--- src/rtl/brake_dir_map.svh ---
// register offsets, reset values and timing figures of the brake and direction block
`ifndef BRAKE_DIR_MAP_SVH
`define BRAKE_DIR_MAP_SVH
`define REG_BRAKE_RELEASE_DELAY 12'h50e
`define REG_BRAKE_APPLY_DELAY   12'h510
`define REG_ROTATION_DIRECTION  12'h618
`define RST_DELAY_MS            16'h0000
`define RST_DIRECTION           16'h0000
`define DELAY_MAX_MS            16'h03e8
`define TICK_PERIOD_NS          1000000
`define CLK_PERIOD_NS           8
`define TICK_CYCLES             (`TICK_PERIOD_NS / `CLK_PERIOD_NS)
`endif

--- src/rtl/brake_dir_pkg.sv ---
// types of the brake sequencing and direction block
package brake_dir_pkg;
    typedef enum logic [3:0] {
        ST_OFF     = 4'b0001,
        ST_RELEASE = 4'b0010,
        ST_RUN     = 4'b0100,
        ST_APPLY   = 4'b1000
    } brake_state_t;

    typedef struct packed {
        logic [11:0] addr;
        logic        wr;
        logic [15:0] wdata;
    } reg_req_t;

    typedef struct packed {
        brake_state_t state;
        logic [15:0]  rel_delay;
        logic [15:0]  app_delay;
        logic [15:0]  dir_cfg;
        logic         dir_act;
        logic         dir_loaded;
        logic         cfg_valid;
        logic [16:0]  tick_cnt;
        logic         tick;
        logic [15:0]  ms_cnt;
        logic         brake_release_out;
        logic         stage_on;
        logic         motion_en;
        logic [15:0]  rdata;
        logic signed [31:0] abs_pos;
        logic signed [31:0] act_pos;
        logic signed [31:0] speed_cmd;
    } brake_dir_state_t;
endpackage

--- src/rtl/brake_dir_ctrl.sv ---
// holding brake sequencing and rotation direction selection
`timescale 1ns/1ps
`include "brake_dir_map.svh"
// Behaviour
// brake release output goes high once output stage is on with holding torque
// release output is 1 for released or releasing, 0 for applied or applying
// after enable, motion response waits release delay after output goes high
// release delay is 16-bit read-write milliseconds, 0 to 1000, default 0
// on enable withdrawal the release output drops low at once
// output stage stays energised for apply delay after enable withdrawal
// apply delay is 16-bit read-write milliseconds, 0 to 1000, default 0
// after power-up reset the brake is unpowered and held applied
// direction change takes effect only after the next power cycle
// default direction gives clockwise rotation for positive speed
// installer wires limit switches to match direction, rewiring after changes
// reversed direction negates absolute and actual position values
// delays count down once per millisecond tick; zero means no delay
module brake_dir_ctrl
    import brake_dir_pkg::*;
#(
    parameter int TICK_CYCLES = `TICK_CYCLES
)
(
    input  wire logic               ref_clk,
    input  wire logic               rst,
    input  wire reg_req_t           reg_req,
    output logic [15:0]             reg_rdata,
    input  wire logic               enable,
    input  wire logic signed [31:0] speed_in,
    input  wire logic signed [31:0] enc_abs_pos,
    input  wire logic signed [31:0] eval_act_pos,
    output logic                    brake_release_out,
    output logic                    stage_on,
    output logic                    motion_en,
    output logic signed [31:0]      speed_cmd,
    output logic signed [31:0]      abs_pos_out,
    output logic signed [31:0]      act_pos_out
);

    brake_dir_state_t s_r;
    brake_dir_state_t s_nxt;

    // ----------------------------------------------------------------
    // millisecond tick, register file, brake sequencer
    // ----------------------------------------------------------------
    always_comb
    begin
        s_nxt           = s_r;
        s_nxt.tick      = 1'b0;
        s_nxt.cfg_valid = 1'b1;
        if (s_r.tick_cnt == 17'(TICK_CYCLES - 1))
        begin
            s_nxt.tick_cnt = '0;
            s_nxt.tick     = 1'b1;
        end
        else
        begin
            s_nxt.tick_cnt = s_r.tick_cnt + 17'h00001;
        end

        // direction is latched once after every reset, power-up included
        if (!s_r.dir_loaded)
        begin
            s_nxt.dir_act    = s_r.dir_cfg[0];
            s_nxt.dir_loaded = 1'b1;
        end

        // values above the range are clamped rather than rejected
        if (reg_req.wr)
        begin
            case (reg_req.addr)
                `REG_BRAKE_RELEASE_DELAY: s_nxt.rel_delay = (reg_req.wdata > `DELAY_MAX_MS) ?
                                                            `DELAY_MAX_MS : reg_req.wdata;
                `REG_BRAKE_APPLY_DELAY:   s_nxt.app_delay = (reg_req.wdata > `DELAY_MAX_MS) ?
                                                            `DELAY_MAX_MS : reg_req.wdata;
                `REG_ROTATION_DIRECTION:  s_nxt.dir_cfg   = reg_req.wdata;
                default: ;
            endcase
        end
        case (reg_req.addr)
            `REG_BRAKE_RELEASE_DELAY: s_nxt.rdata = s_r.rel_delay;
            `REG_BRAKE_APPLY_DELAY:   s_nxt.rdata = s_r.app_delay;
            `REG_ROTATION_DIRECTION:  s_nxt.rdata = s_r.dir_cfg;
            default:                  s_nxt.rdata = 16'h0000;
        endcase

        case (s_r.state)
            ST_OFF:
            begin
                s_nxt.brake_release_out = 1'b0;
                s_nxt.stage_on          = 1'b0;
                s_nxt.motion_en         = 1'b0;
                if (enable)
                begin
                    s_nxt.stage_on          = 1'b1;
                    s_nxt.brake_release_out = 1'b1;
                    s_nxt.ms_cnt            = s_r.rel_delay;
                    s_nxt.state             = (s_r.rel_delay == 16'h0000) ? ST_RUN : ST_RELEASE;
                    s_nxt.motion_en         = (s_r.rel_delay == 16'h0000);
                end
            end
            ST_RELEASE, ST_RUN:
            begin
                if (!enable)
                begin
                    s_nxt.brake_release_out = 1'b0;
                    s_nxt.motion_en         = 1'b0;
                    s_nxt.ms_cnt            = s_r.app_delay;
                    s_nxt.state             = (s_r.app_delay == 16'h0000) ? ST_OFF : ST_APPLY;
                    s_nxt.stage_on          = (s_r.app_delay != 16'h0000);
                end
                else if (s_r.state == ST_RELEASE && s_r.tick)
                begin
                    s_nxt.ms_cnt = s_r.ms_cnt - 16'h0001;
                    if (s_r.ms_cnt == 16'h0001)
                    begin
                        s_nxt.state     = ST_RUN;
                        s_nxt.motion_en = 1'b1;
                    end
                end
            end
            ST_APPLY:
            begin
                // motor keeps torque while the brake closes
                if (s_r.tick)
                begin
                    s_nxt.ms_cnt = s_r.ms_cnt - 16'h0001;
                    if (s_r.ms_cnt == 16'h0001)
                    begin
                        s_nxt.state    = ST_OFF;
                        s_nxt.stage_on = 1'b0;
                    end
                end
            end
            default:
            begin
                s_nxt.state             = ST_OFF;
                s_nxt.brake_release_out = 1'b0;
                s_nxt.stage_on          = 1'b0;
                s_nxt.motion_en         = 1'b0;
            end
        endcase

        // direction 0 passes values unchanged: positive speed turns clockwise
        s_nxt.speed_cmd = s_r.dir_act ? -speed_in     : speed_in;
        s_nxt.abs_pos   = s_r.dir_act ? -enc_abs_pos  : enc_abs_pos;
        s_nxt.act_pos   = s_r.dir_act ? -eval_act_pos : eval_act_pos;
        if (!s_r.motion_en)
        begin
            s_nxt.speed_cmd = '0;
        end
    end

    always_ff @(posedge ref_clk)
    begin
        if (rst)
        begin
            s_r           <= '0;
            s_r.state     <= ST_OFF;
            // settings are persistent, so a later reset keeps them and the
            // direction latch then picks up a pending change
            if (s_r.cfg_valid == 1'b1)
            begin
                s_r.cfg_valid <= 1'b1;
                s_r.rel_delay <= s_r.rel_delay;
                s_r.app_delay <= s_r.app_delay;
                s_r.dir_cfg   <= s_r.dir_cfg;
            end
            else
            begin
                s_r.rel_delay <= `RST_DELAY_MS;
                s_r.app_delay <= `RST_DELAY_MS;
                s_r.dir_cfg   <= `RST_DIRECTION;
            end
        end
        else
        begin
            s_r <= s_nxt;
        end
    end

    assign reg_rdata         = s_r.rdata;
    assign brake_release_out = s_r.brake_release_out;
    assign stage_on          = s_r.stage_on;
    assign motion_en         = s_r.motion_en;
    assign speed_cmd         = s_r.speed_cmd;
    assign abs_pos_out       = s_r.abs_pos;
    assign act_pos_out       = s_r.act_pos;
endmodule

--- config.mk ---
export PLATFORM = sky130hd
export DESIGN_NAME = brake_dir_ctrl
export DESIGN_NICKNAME = d
export VERILOG_FILES = /design/src/rtl/brake_dir_pkg.sv /design/src/rtl/brake_dir_ctrl.sv
export VERILOG_INCLUDE_DIRS = /design/src /design/src/rtl
export SDC_FILE = /design/constraint.sdc
export NUM_CORES = 1
export LEC_CHECK = 0
export BUFFER_PORTS_ARGS = -buffer_cell sky130_fd_sc_hd__buf_2
export CAP_MARGIN = 15
export CORE_UTILIZATION = 34
export DETAILED_ROUTE_END_ITERATION = 10
export GPL_ROUTABILITY_DRIVEN = 0
export PLACE_DENSITY = 0.55
export SYNTH_ARGS = -nofsm -noshare
export SYNTH_HDL_FRONTEND = slang
export SYNTH_SLANG_ARGS = --single-unit
--- constraint.sdc ---
create_clock -name ref_clk -period 5.5 [get_ports ref_clk]
set_input_delay 0.55 -clock ref_clk [delete_from_list [all_inputs] [get_ports ref_clk]]
set_output_delay 0.55 -clock ref_clk [all_outputs]
set_load 0.03 [all_outputs]
After elaboration in Yosys (flattened, before gate mapping)
Index checks and enable logic that the tools add are counted.
- $add $sub $neg: 5
- $mul: 0
- div/mod/pow operators: 0
- order comparisons: 1
- eq/ne operators: 16
- shift-type cells: 0
- muxes and demuxes: 39
- bitwise logic cells: 2
- reductions and logical operators: 20
- operators with widths (cell ; count):
    $mux W200 ; 1
    $mux W32 ; 4
    $mux W16 ; 7
    $mux W48 ; 2
    $neg A32 Y32 ; 3
    $pmux W16 S3 ; 2
    $eq A12 B11 Y1 const B ; 3
    $logic_not A16 Y1 ; 2
    $mux W4 ; 7
    $mux W19 ; 1
    $add A17 B1 Y17 const B ; 1
    $eq A17 B17 Y1 const B ; 1
    $mux W17 ; 1
    $eq A16 B1 Y1 const B ; 1
    $gt A16 B10 Y1 const B ; 1
    $reduce_bool A16 Y1 ; 1
    $sub A16 B1 Y16 const B ; 1
    $reduce_and A3 Y1 ; 5
    $pmux W4 S3 ; 1
    $ne A2 B2 Y1 const B ; 5
    $pmux W1 S3 ; 3
    $reduce_bool A2 Y1 ; 4
    $mux W1 ; 7
    $ne A3 B3 Y1 const B ; 2
    other kinds (13) ; 17
- flip-flop bits (word level): 204
- bits in latches: 0
- memory bits (writable): 0
- ROM bits: 0
- bits of input ports: 128
- output and inout bits: 115
- logic and storage cells: 100
- memories kept: 0

Depth between registers and ports, before layout
Gate-level depths: netlist of run 1.
- depth in word-level cells: 6
- depth in mapped cells: 8
- gate-level depth less buffers: 7

Worst setup path before layout of run 1
Ideal clock, no wire load.
- kind: input -> register
- from: input port reg_req[18] (netlist bit)
- to: register s_r[168] (netlist bit) (enable)
- setup time: 0.374 ns
- arrival time: 2.321 ns
- required time: 5.126 ns
- setup slack: 2.805 ns
- stages: 5
- path through: nor4b_1 -> nand3_1 -> nor3_1 -> clkbuf_1 -> and3_1
- longest elaborated chain between the ends: 3
- ends and longest elaborated chain (item ; RTL line ; source):
    start, declared ; brake_dir_ctrl.sv:26 ; input wire reg_req_t reg_req,
    $eq A12 B11 Y1 ; brake_dir_ctrl.sv:71 ; case (reg_req.addr)
    $reduce_bool A2 Y1 (no line) ; -- ;
    $reduce_and A3 Y1 (no line) ; -- ;
    end signal, assigned ; brake_dir_ctrl.sv:178 ; s_r <= s_nxt;
    end, declared ; brake_dir_ctrl.sv:40 ; brake_dir_state_t s_r;
No other way between the ends.
A chain may end at the register's enable or synchronous reset.

Worst setup path after layout of run 1
- from: input port eval_act_pos[4]
- to: register s_r, in the netlist act_pos_out[19]
- longest elaborated chain between the ends: 2
- ends and longest elaborated chain (item ; RTL line ; source):
    start, declared ; brake_dir_ctrl.sv:31 ; input wire logic signed [31:0] eval_act_pos,
    $neg A32 Y32 ; brake_dir_ctrl.sv:147 ; s_nxt.act_pos = s_r.dir_act ? -eval_act_pos : eval_act_pos;
    $mux W32 ; brake_dir_ctrl.sv:147 ;
No other way between the ends.

==> results of run 1 <==
==> critical path: stages <==
cell,delay (ps)
buf_2,120
nor4_2,900
nand4b_1,650
o41ai_1,560
xor2_1,170
nor2_1,50
==> cell type report <==
| class | instances | area share |
|---|---|---|
| clock buffer | 35 | 0.0594 |
| clock inverter | 9 | 0.00879 |
| tap | 390 | 0.0413 |
| sequential | 203 | 0.385 |
| timing repair buffer | 249 | 0.107 |
| antenna | 3 | 0.000635 |
| inverter | 20 | 0.00635 |
| multi-input combinational | 723 | 0.391 |
==> worst paths after layout <==
path                                         from                 to  slack [ps]  cells past startpoint
worst min register to register  brake_release_out  brake_release_out         450                      2
worst min-delay path                 speed_in[31]      speed_cmd[31]         290                      3
worst max-delay path              eval_act_pos[4]    act_pos_out[19]        2860                      6
worst max register to register           s_r[203]           s_r[128]        3150                      6
==> power breakdown <==
group / total (mW) / internal, mW / switching (mW)
registers: 1.62 / 1.58 / 0.0417
clock network: 1.60 / 0.977 / 0.624
logic: 0.492 / 0.173 / 0.319
==> cells by family after synthesis <==
group                    after synthesis  share of synthesized area
other                                  1                   0.000364
AND/OR/NAND/NOR                      403                      0.199
XOR/XNOR                              99                     0.0842
adder cells (fa/ha/maj)                6                    0.00729
multiplexers                           6                    0.00584
AO/OA/AOI/OAI                        197                      0.148
flip-flops                           203                      0.442
buffers and inverters                187                      0.113
==> synth_stat cells, drive strengths merged, types with 17 or more instances <==
cell type and instances:
edfxtp 48, o31ai 31, o41ai 28, buf 129
dfxtp 155, nor4 28, xor2 89, a21oi 42
nand2 53, or4 17, inv 20, o21ai 29
nor2b 18, nor2 160, clkbuf 38, or3 21
nor3 19, nand3 24, a222oi 18
==> placed cells by master, fill, tap and decap left out, types with 20 or more instances in the layout <==
cell type	instances
nand3_1	24
clkbuf_16	24
o21ai_0	28
o31ai_1	31
xor2_1	89
inv_1	20
dfxtp_1	154
edfxtp_1	48
nor4_1	26
nor2_1	160
nand2_1	53
buf_2	241
a21oi_1	42
==> per-layer routing <==
| layer | vias up | share of wire | global-route usage |
|---|---|---|---|
| met2 | 223 | 0.47 | 0.292 |
| met3 | 42 | 0.064 | 0.0375 |
| li1 | 4098 | - | - |
| met5 | - | 0.00035 | 0 |
| met1 | 3997 | 0.45 | 0.237 |
| met4 | 2 | 0.018 | 0.0504 |
==> sequential cells by signal, indices dropped and copies added, names as in the netlist <==
register / cells
abs_pos_out: 32
s_r: 88
stage_on: 1
reg_rdata: 16
motion_en: 1
brake_release_out: 1
act_pos_out: 32
speed_cmd: 32
==> metrics.md, run 1 <==
| Metric | Value |
|---|---|
| Post-route ant nets | `0` |
| Top area cells in the synthesized netlist | `dfxtp_1 30%, edfxtp_1 14%, buf_4 8.2%` |
| Pleak | `4.63 nW` |
| Area delta synth->final | `14.8%` |
| Residual DRC count | `0` |
| Die Wd | `176 um` |
| Critical path launch point type | `input pin` |
| Hold buffers post-CTS | `0` |
| Final Slew Violations | `0` |
| TritonCTS clock tree | `yes` |
| CTS Buf Count | `24` |
| Height of the die | `176 um` |
| Post-CTS Setup Inserts | `0` |
| Routed length per instance | `17.3 um` |
| DP Wirelength | `20600 um` |
| CP Max Fanout | `11` |
| PwrDens | `314 nW/um^2` |
| Number of synthesized flops with an enable pin | `48` |
| Tot Pwr | `roughly 3.7 mW` |
| Worst Clk Skew | `15.8 ps` |
| IO buf count | `242` |
| #FFs+latches synth | `203` |
| Clk pin slew, worst setup/hold paths | `approximately 60 ps` |
| Share of cells above drive strength 1 | `0.255` |
| Clock Latency Late Sink | `520 ps` |
| Initial antenna violation count | `2` |
| Total global routing overflow | `0` |
| Post-CTS Resized | `0` |
| Biggest area consumer among synthesized cells | `dfxtp_1` |
| Util after Layout | `0.398` |
| # rows | `63` |
| First-pass GRT wire length | `44000 um` |
| Placement Cell Area | `roughly 11000 um^2` |
| Fmax | `378 MHz` |
| Fin Hold WS | `286 ps` |
| RSZ-0062 raised after global routing | `no` |
| Clock buffer depth | `3` |
| Initial core utilization | `0.346` |
| Core region area | `a little under 30000 um^2` |
| Yosys cell types | `62` |
| Die area | `31000 um^2` |
| DR iter-0 viols | `595` |
| Arrival @ worst endpoint | `3010 ps` |
| I/O Pins | `about 240` |
| Run status | `finished, final reports clean` |
| Synth Flop Type | `dfxtp_1` |
| Final std cells w/o fill | `1632` |
| Top cell type's share of synthesized area | `0.301` |
| GR Util All Layers | `0.178` |
| Clock root buffer | `clkbuf_16` |
| CP Data Required Time | `between 5000 and 6000 ps` |
| Nets@finish | `1355` |
| Yosys warning count | `0` |
| Async set-reset flop share out of synthesis | `0` |
| Min-delay worst type | `input pin to register` |
| VDD IR max | `between 200 and 250 uV` |
| Setup_tns | `0 ps` |
| Tmin final | `~2600 ps` |
| Seq/Total Area, Yosys | `0.442` |
| Final WL | `28300 um` |
| Filler Cell Count | `3010` |
| Clock Sinks | `203` |
| Period utilization | `0.481` |
| Register area | `4550 um^2` |
| CP endpoint kind | `register` |
| Max Cap Viol | `0` |
| Synthesized area | `10300 um^2` |
| Fin. Hold Viols | `0` |
| Setup-failing EPs final | `0` |
| Final WS setup | `2860 ps` |
| Headroom to the max-slew limit | `0.270` |
| Vias | `8362` |
| Mean area per synthesized cell | `9.34 um^2` |
| Setup CP Type | `input pin to register` |
| H-tree depth | `1` |
| Multi-input logic area | `4620 um^2` |
| Worst-Margin Slew | `1090 ps` |
| Largest net degree at the start of global routing | `90` |
| Placed cell count | `1585` |
| Pre-CTS worst setup slack | `2380 ps` |
| Vias in the first global route | `8145` |
| Pre-antenna DRT Iters | `5` |
| Fin area | `11800 um^2` |
| Via density | `about 5.1` |
| Syn Inst Count | `between 1000 and 1500` |
Note: power is estimated with default switching activity, not from simulation.
==> run 2, diff against run 1 <==
==> constraint.sdc (replaced) <==
create_clock -name ref_clk -period 2.45 [get_ports ref_clk]
set_input_delay 0.245 -clock ref_clk [delete_from_list [all_inputs] [get_ports ref_clk]]
set_output_delay 0.245 -clock ref_clk [all_outputs]
set_load 0.03 [all_outputs]
==> metrics.md, run 2 (same netlist as run 1, synthesis figures left out) <==
| Metric | Value |
|---|---|
| Pre-CTS worst setup slack | `179 ps (was 2380 ps)` |
| Reg-to-reg endpoint | `s_r[128] (unchanged)` |
| DR iter-0 viols | `619 (was 595)` |
| Die area | `31000 um^2 (unchanged)` |
| Vias in the first global route | `8344 (was 8145)` |
| Share of cells above drive strength 1 | `0.263 (was 0.255)` |
| Core region area | `29700 um^2 (unchanged)` |
| R2R setup slack | `230 ps (was 3150 ps)` |
| CP peak stage delay | `560 ps (was 900 ps)` |
| Pre-antenna DRT Iters | `5 (unchanged)` |
| Setup CP Type | `input pin to register (unchanged)` |
| Final WL | `28400 um (was 28300 um)` |
| Worst-Margin Slew | `926 ps (was 1090 ps)` |
| Initial core utilization | `0.346 (unchanged)` |
| Area delta synth->final | `21.0% (was 14.8%)` |
| CTS Buf Count | `25 (was 24)` |
| Crit Reg-Reg Startpoint | `s_r[201] (was s_r[203])` |
| Routed length per instance | `16.8 um (was 17.3 um)` |
| Largest net degree at the start of global routing | `54 (was 90)` |
| Clock buffer depth | `3 (unchanged)` |
| Worst path slowest cell | `or4_1 (was nor4_2)` |
| CP endpoint kind | `register (unchanged)` |
| Most common cell after layout, fill and taps aside | `buf_2 (unchanged)` |
| Final WS setup | `178 ps (was 2860 ps)` |
| CP Max Fanout | `12 (was 11)` |
| Post-route ant nets | `0 (unchanged)` |
| Worst Setup EP | `abs_pos_out[22] (was act_pos_out[19])` |
| Worst Clk Skew | `15.9 ps (was 15.8 ps)` |
| IO buf count | `242 (unchanged)` |
| Number of flip-flops in the largest register | `88 (unchanged)` |
| Tmin final | `2270 ps` |
| Residual DRC count | `0 (unchanged)` |
| CP Cell Sequence | `dlygate4sd3_1 > buf_2 > or4_1 > or2_1 > o41ai_1 > xor2_1 > nor2_1 (was buf_2 > nor4_2 > nand4b_1 > o41ai_1 > xor2_1 > nor2_1)` |
| GR Util All Layers | `0.178 (about the same)` |
| # rows | `63 (unchanged)` |
| Initial antenna violation count | `0 (was 2)` |
| Period utilization | `0.927` |
| TritonCTS clock tree | `yes (unchanged)` |
| Die Wd | `176 um (unchanged)` |
| Clk pin slew, worst setup/hold paths | `60 ps (about the same)` |
| Total global routing overflow | `0 (unchanged)` |
| Min-delay worst type | `input pin to register (unchanged)` |
| Clock Sinks | `203 (unchanged)` |
| Largest Register | `s_r (unchanged)` |
| Run status | `finished, final reports clean (unchanged)` |
| Nets@finish | `1414 (was 1355)` |
| Final Slew Violations | `0 (unchanged)` |
| Pleak | `4.93 nW (was 4.63 nW)` |
| Via density | `5.10 (was 5.12)` |
| Clock Latency Late Sink | `520 ps (about the same)` |
| PwrDens | `707 nW/um^2 (was 314 nW/um^2)` |
| Diodes inserted | `0 (was 3)` |
| DP Wirelength | `20600 um (about the same)` |
| VDD IR max | `514 uV (was 205 uV)` |
| Vias | `8609 (was 8362)` |
| Fin. Hold Viols | `0 (unchanged)` |
| Height of the die | `176 um (unchanged)` |
| Setup_tns | `0 ps (unchanged)` |
| First-pass GRT wire length | `44500 um (was 44000 um)` |
| Clock root buffer | `clkbuf_16 (unchanged)` |
| Worst R2R Path Depth | `5 (was 6)` |
| Critical path launch point type | `input pin (unchanged)` |
| Most frequent cells in the layout | `241 x buf_2, 160 x nor2_1, 154 x dfxtp_1 (unchanged)` |
| I/O Pins | `243 (unchanged)` |
| Headroom to the max-slew limit | `0.380 (was 0.270)` |
| RSZ-0062 raised after global routing | `no (unchanged)` |
| Max Cap Viol | `0 (unchanged)` |
| Fmax | `roughly 440 MHz` |
| Setup-failing EPs final | `0 (unchanged)` |
| CP Data Required Time | `2840 ps (was 5860 ps)` |
| H-tree depth | `1 (unchanged)` |
| Arrival @ worst endpoint | `2670 ps (was 3010 ps)` |
| Worst Setup SP | `enc_abs_pos[16] (was eval_act_pos[4])` |
[run 2: cell types whose count changed in the layout (fill, tap and decap cells not counted), sizes merged]
| cell | change |
|---|---|
| bufinv | +3 |
| diode | -3 |
| inv | +2 |
| clkinv | -2 |
| buf | +20 |
| clkinvlp | +2 |
| clkbuf | -5 |
| dlygate4sd3 | +38 |
[run 2: timing repair]
| item | CTS | global route |
|---|---|---|
| resized for setup | 0 | 0 |
| endpoints found under the hold margin | 38 | 0 |
| buffers inserted | 0 | 0 |
| hold buffers | 38 | 0 |
[run 2: per-stage QoR]
stage	hold WS, ps	utilization	cells	power (mW)	cell area [um^2]
detailed placement	450	0.376	1605	4.83	11200
global route	19.7	0.419	1687	9.17	12400
floorplan	374	-	1113	4.51	10300
finish	11.7	0.419	1687	8.80	12400
global placement	442	0.376	1605	4.83	11200
CTS	0.267	0.419	1687	8.91	12400
[run 2: worst min path at each step]
| stage | start | to | slack, ps | cells past startpoint |
|---|---|---|---|---|
| floorplan | enc_abs_pos[0] | abs_pos_out[0] | 370 | 2 |
| global placement | s_r[132] | s_r[132] | 440 | 1 |
| detailed placement | s_r[132] | s_r[132] | 450 | 1 |
| CTS | speed_in[15] | speed_cmd[15] | 0.3 | 3 |
| global route | enc_abs_pos[13] | abs_pos_out[13] | 20 | 3 |
| finish | enc_abs_pos[13] | abs_pos_out[13] | 10 | 3 |
[run 2: critical path: cells and delay by family]
family | cells | cell delay, ps
simple gates | 3 | 1080
compound gates | 1 | 480
buf+inv | 2 | 670
xor+xnor | 1 | 180
[run 2: where the power goes]
group          total (mW)  internal [mW]  switching, mW  leakage (nW)
Sequential           3.63           3.55         0.0798          1.67
Clock                3.98           2.52           1.46         0.437
Combinational        1.19          0.452          0.738          2.83
Total                8.80           6.52           2.28          4.93
[run 2: cell type report]
cell class              count  area [um^2]
clock buffers              30          686
flip-flops and latches    203         4550
clock inverters            14          208
well taps                 390          488
fillers                  2930        17300
inverters                  20         75.1
repair buffers            307         1820
multi-input cells         723         4620
[run 2: metal layers]
layer | share of wire | global-route usage | vias to the layer above
li1 | - | - | 4196
met1 | 0.44 | 0.236 | 4105
met2 | 0.47 | 0.289 | 262
met3 | 0.067 | 0.0394 | 46
met4 | 0.023 | 0.0514 | 0
met5 | 0 | 0 | -
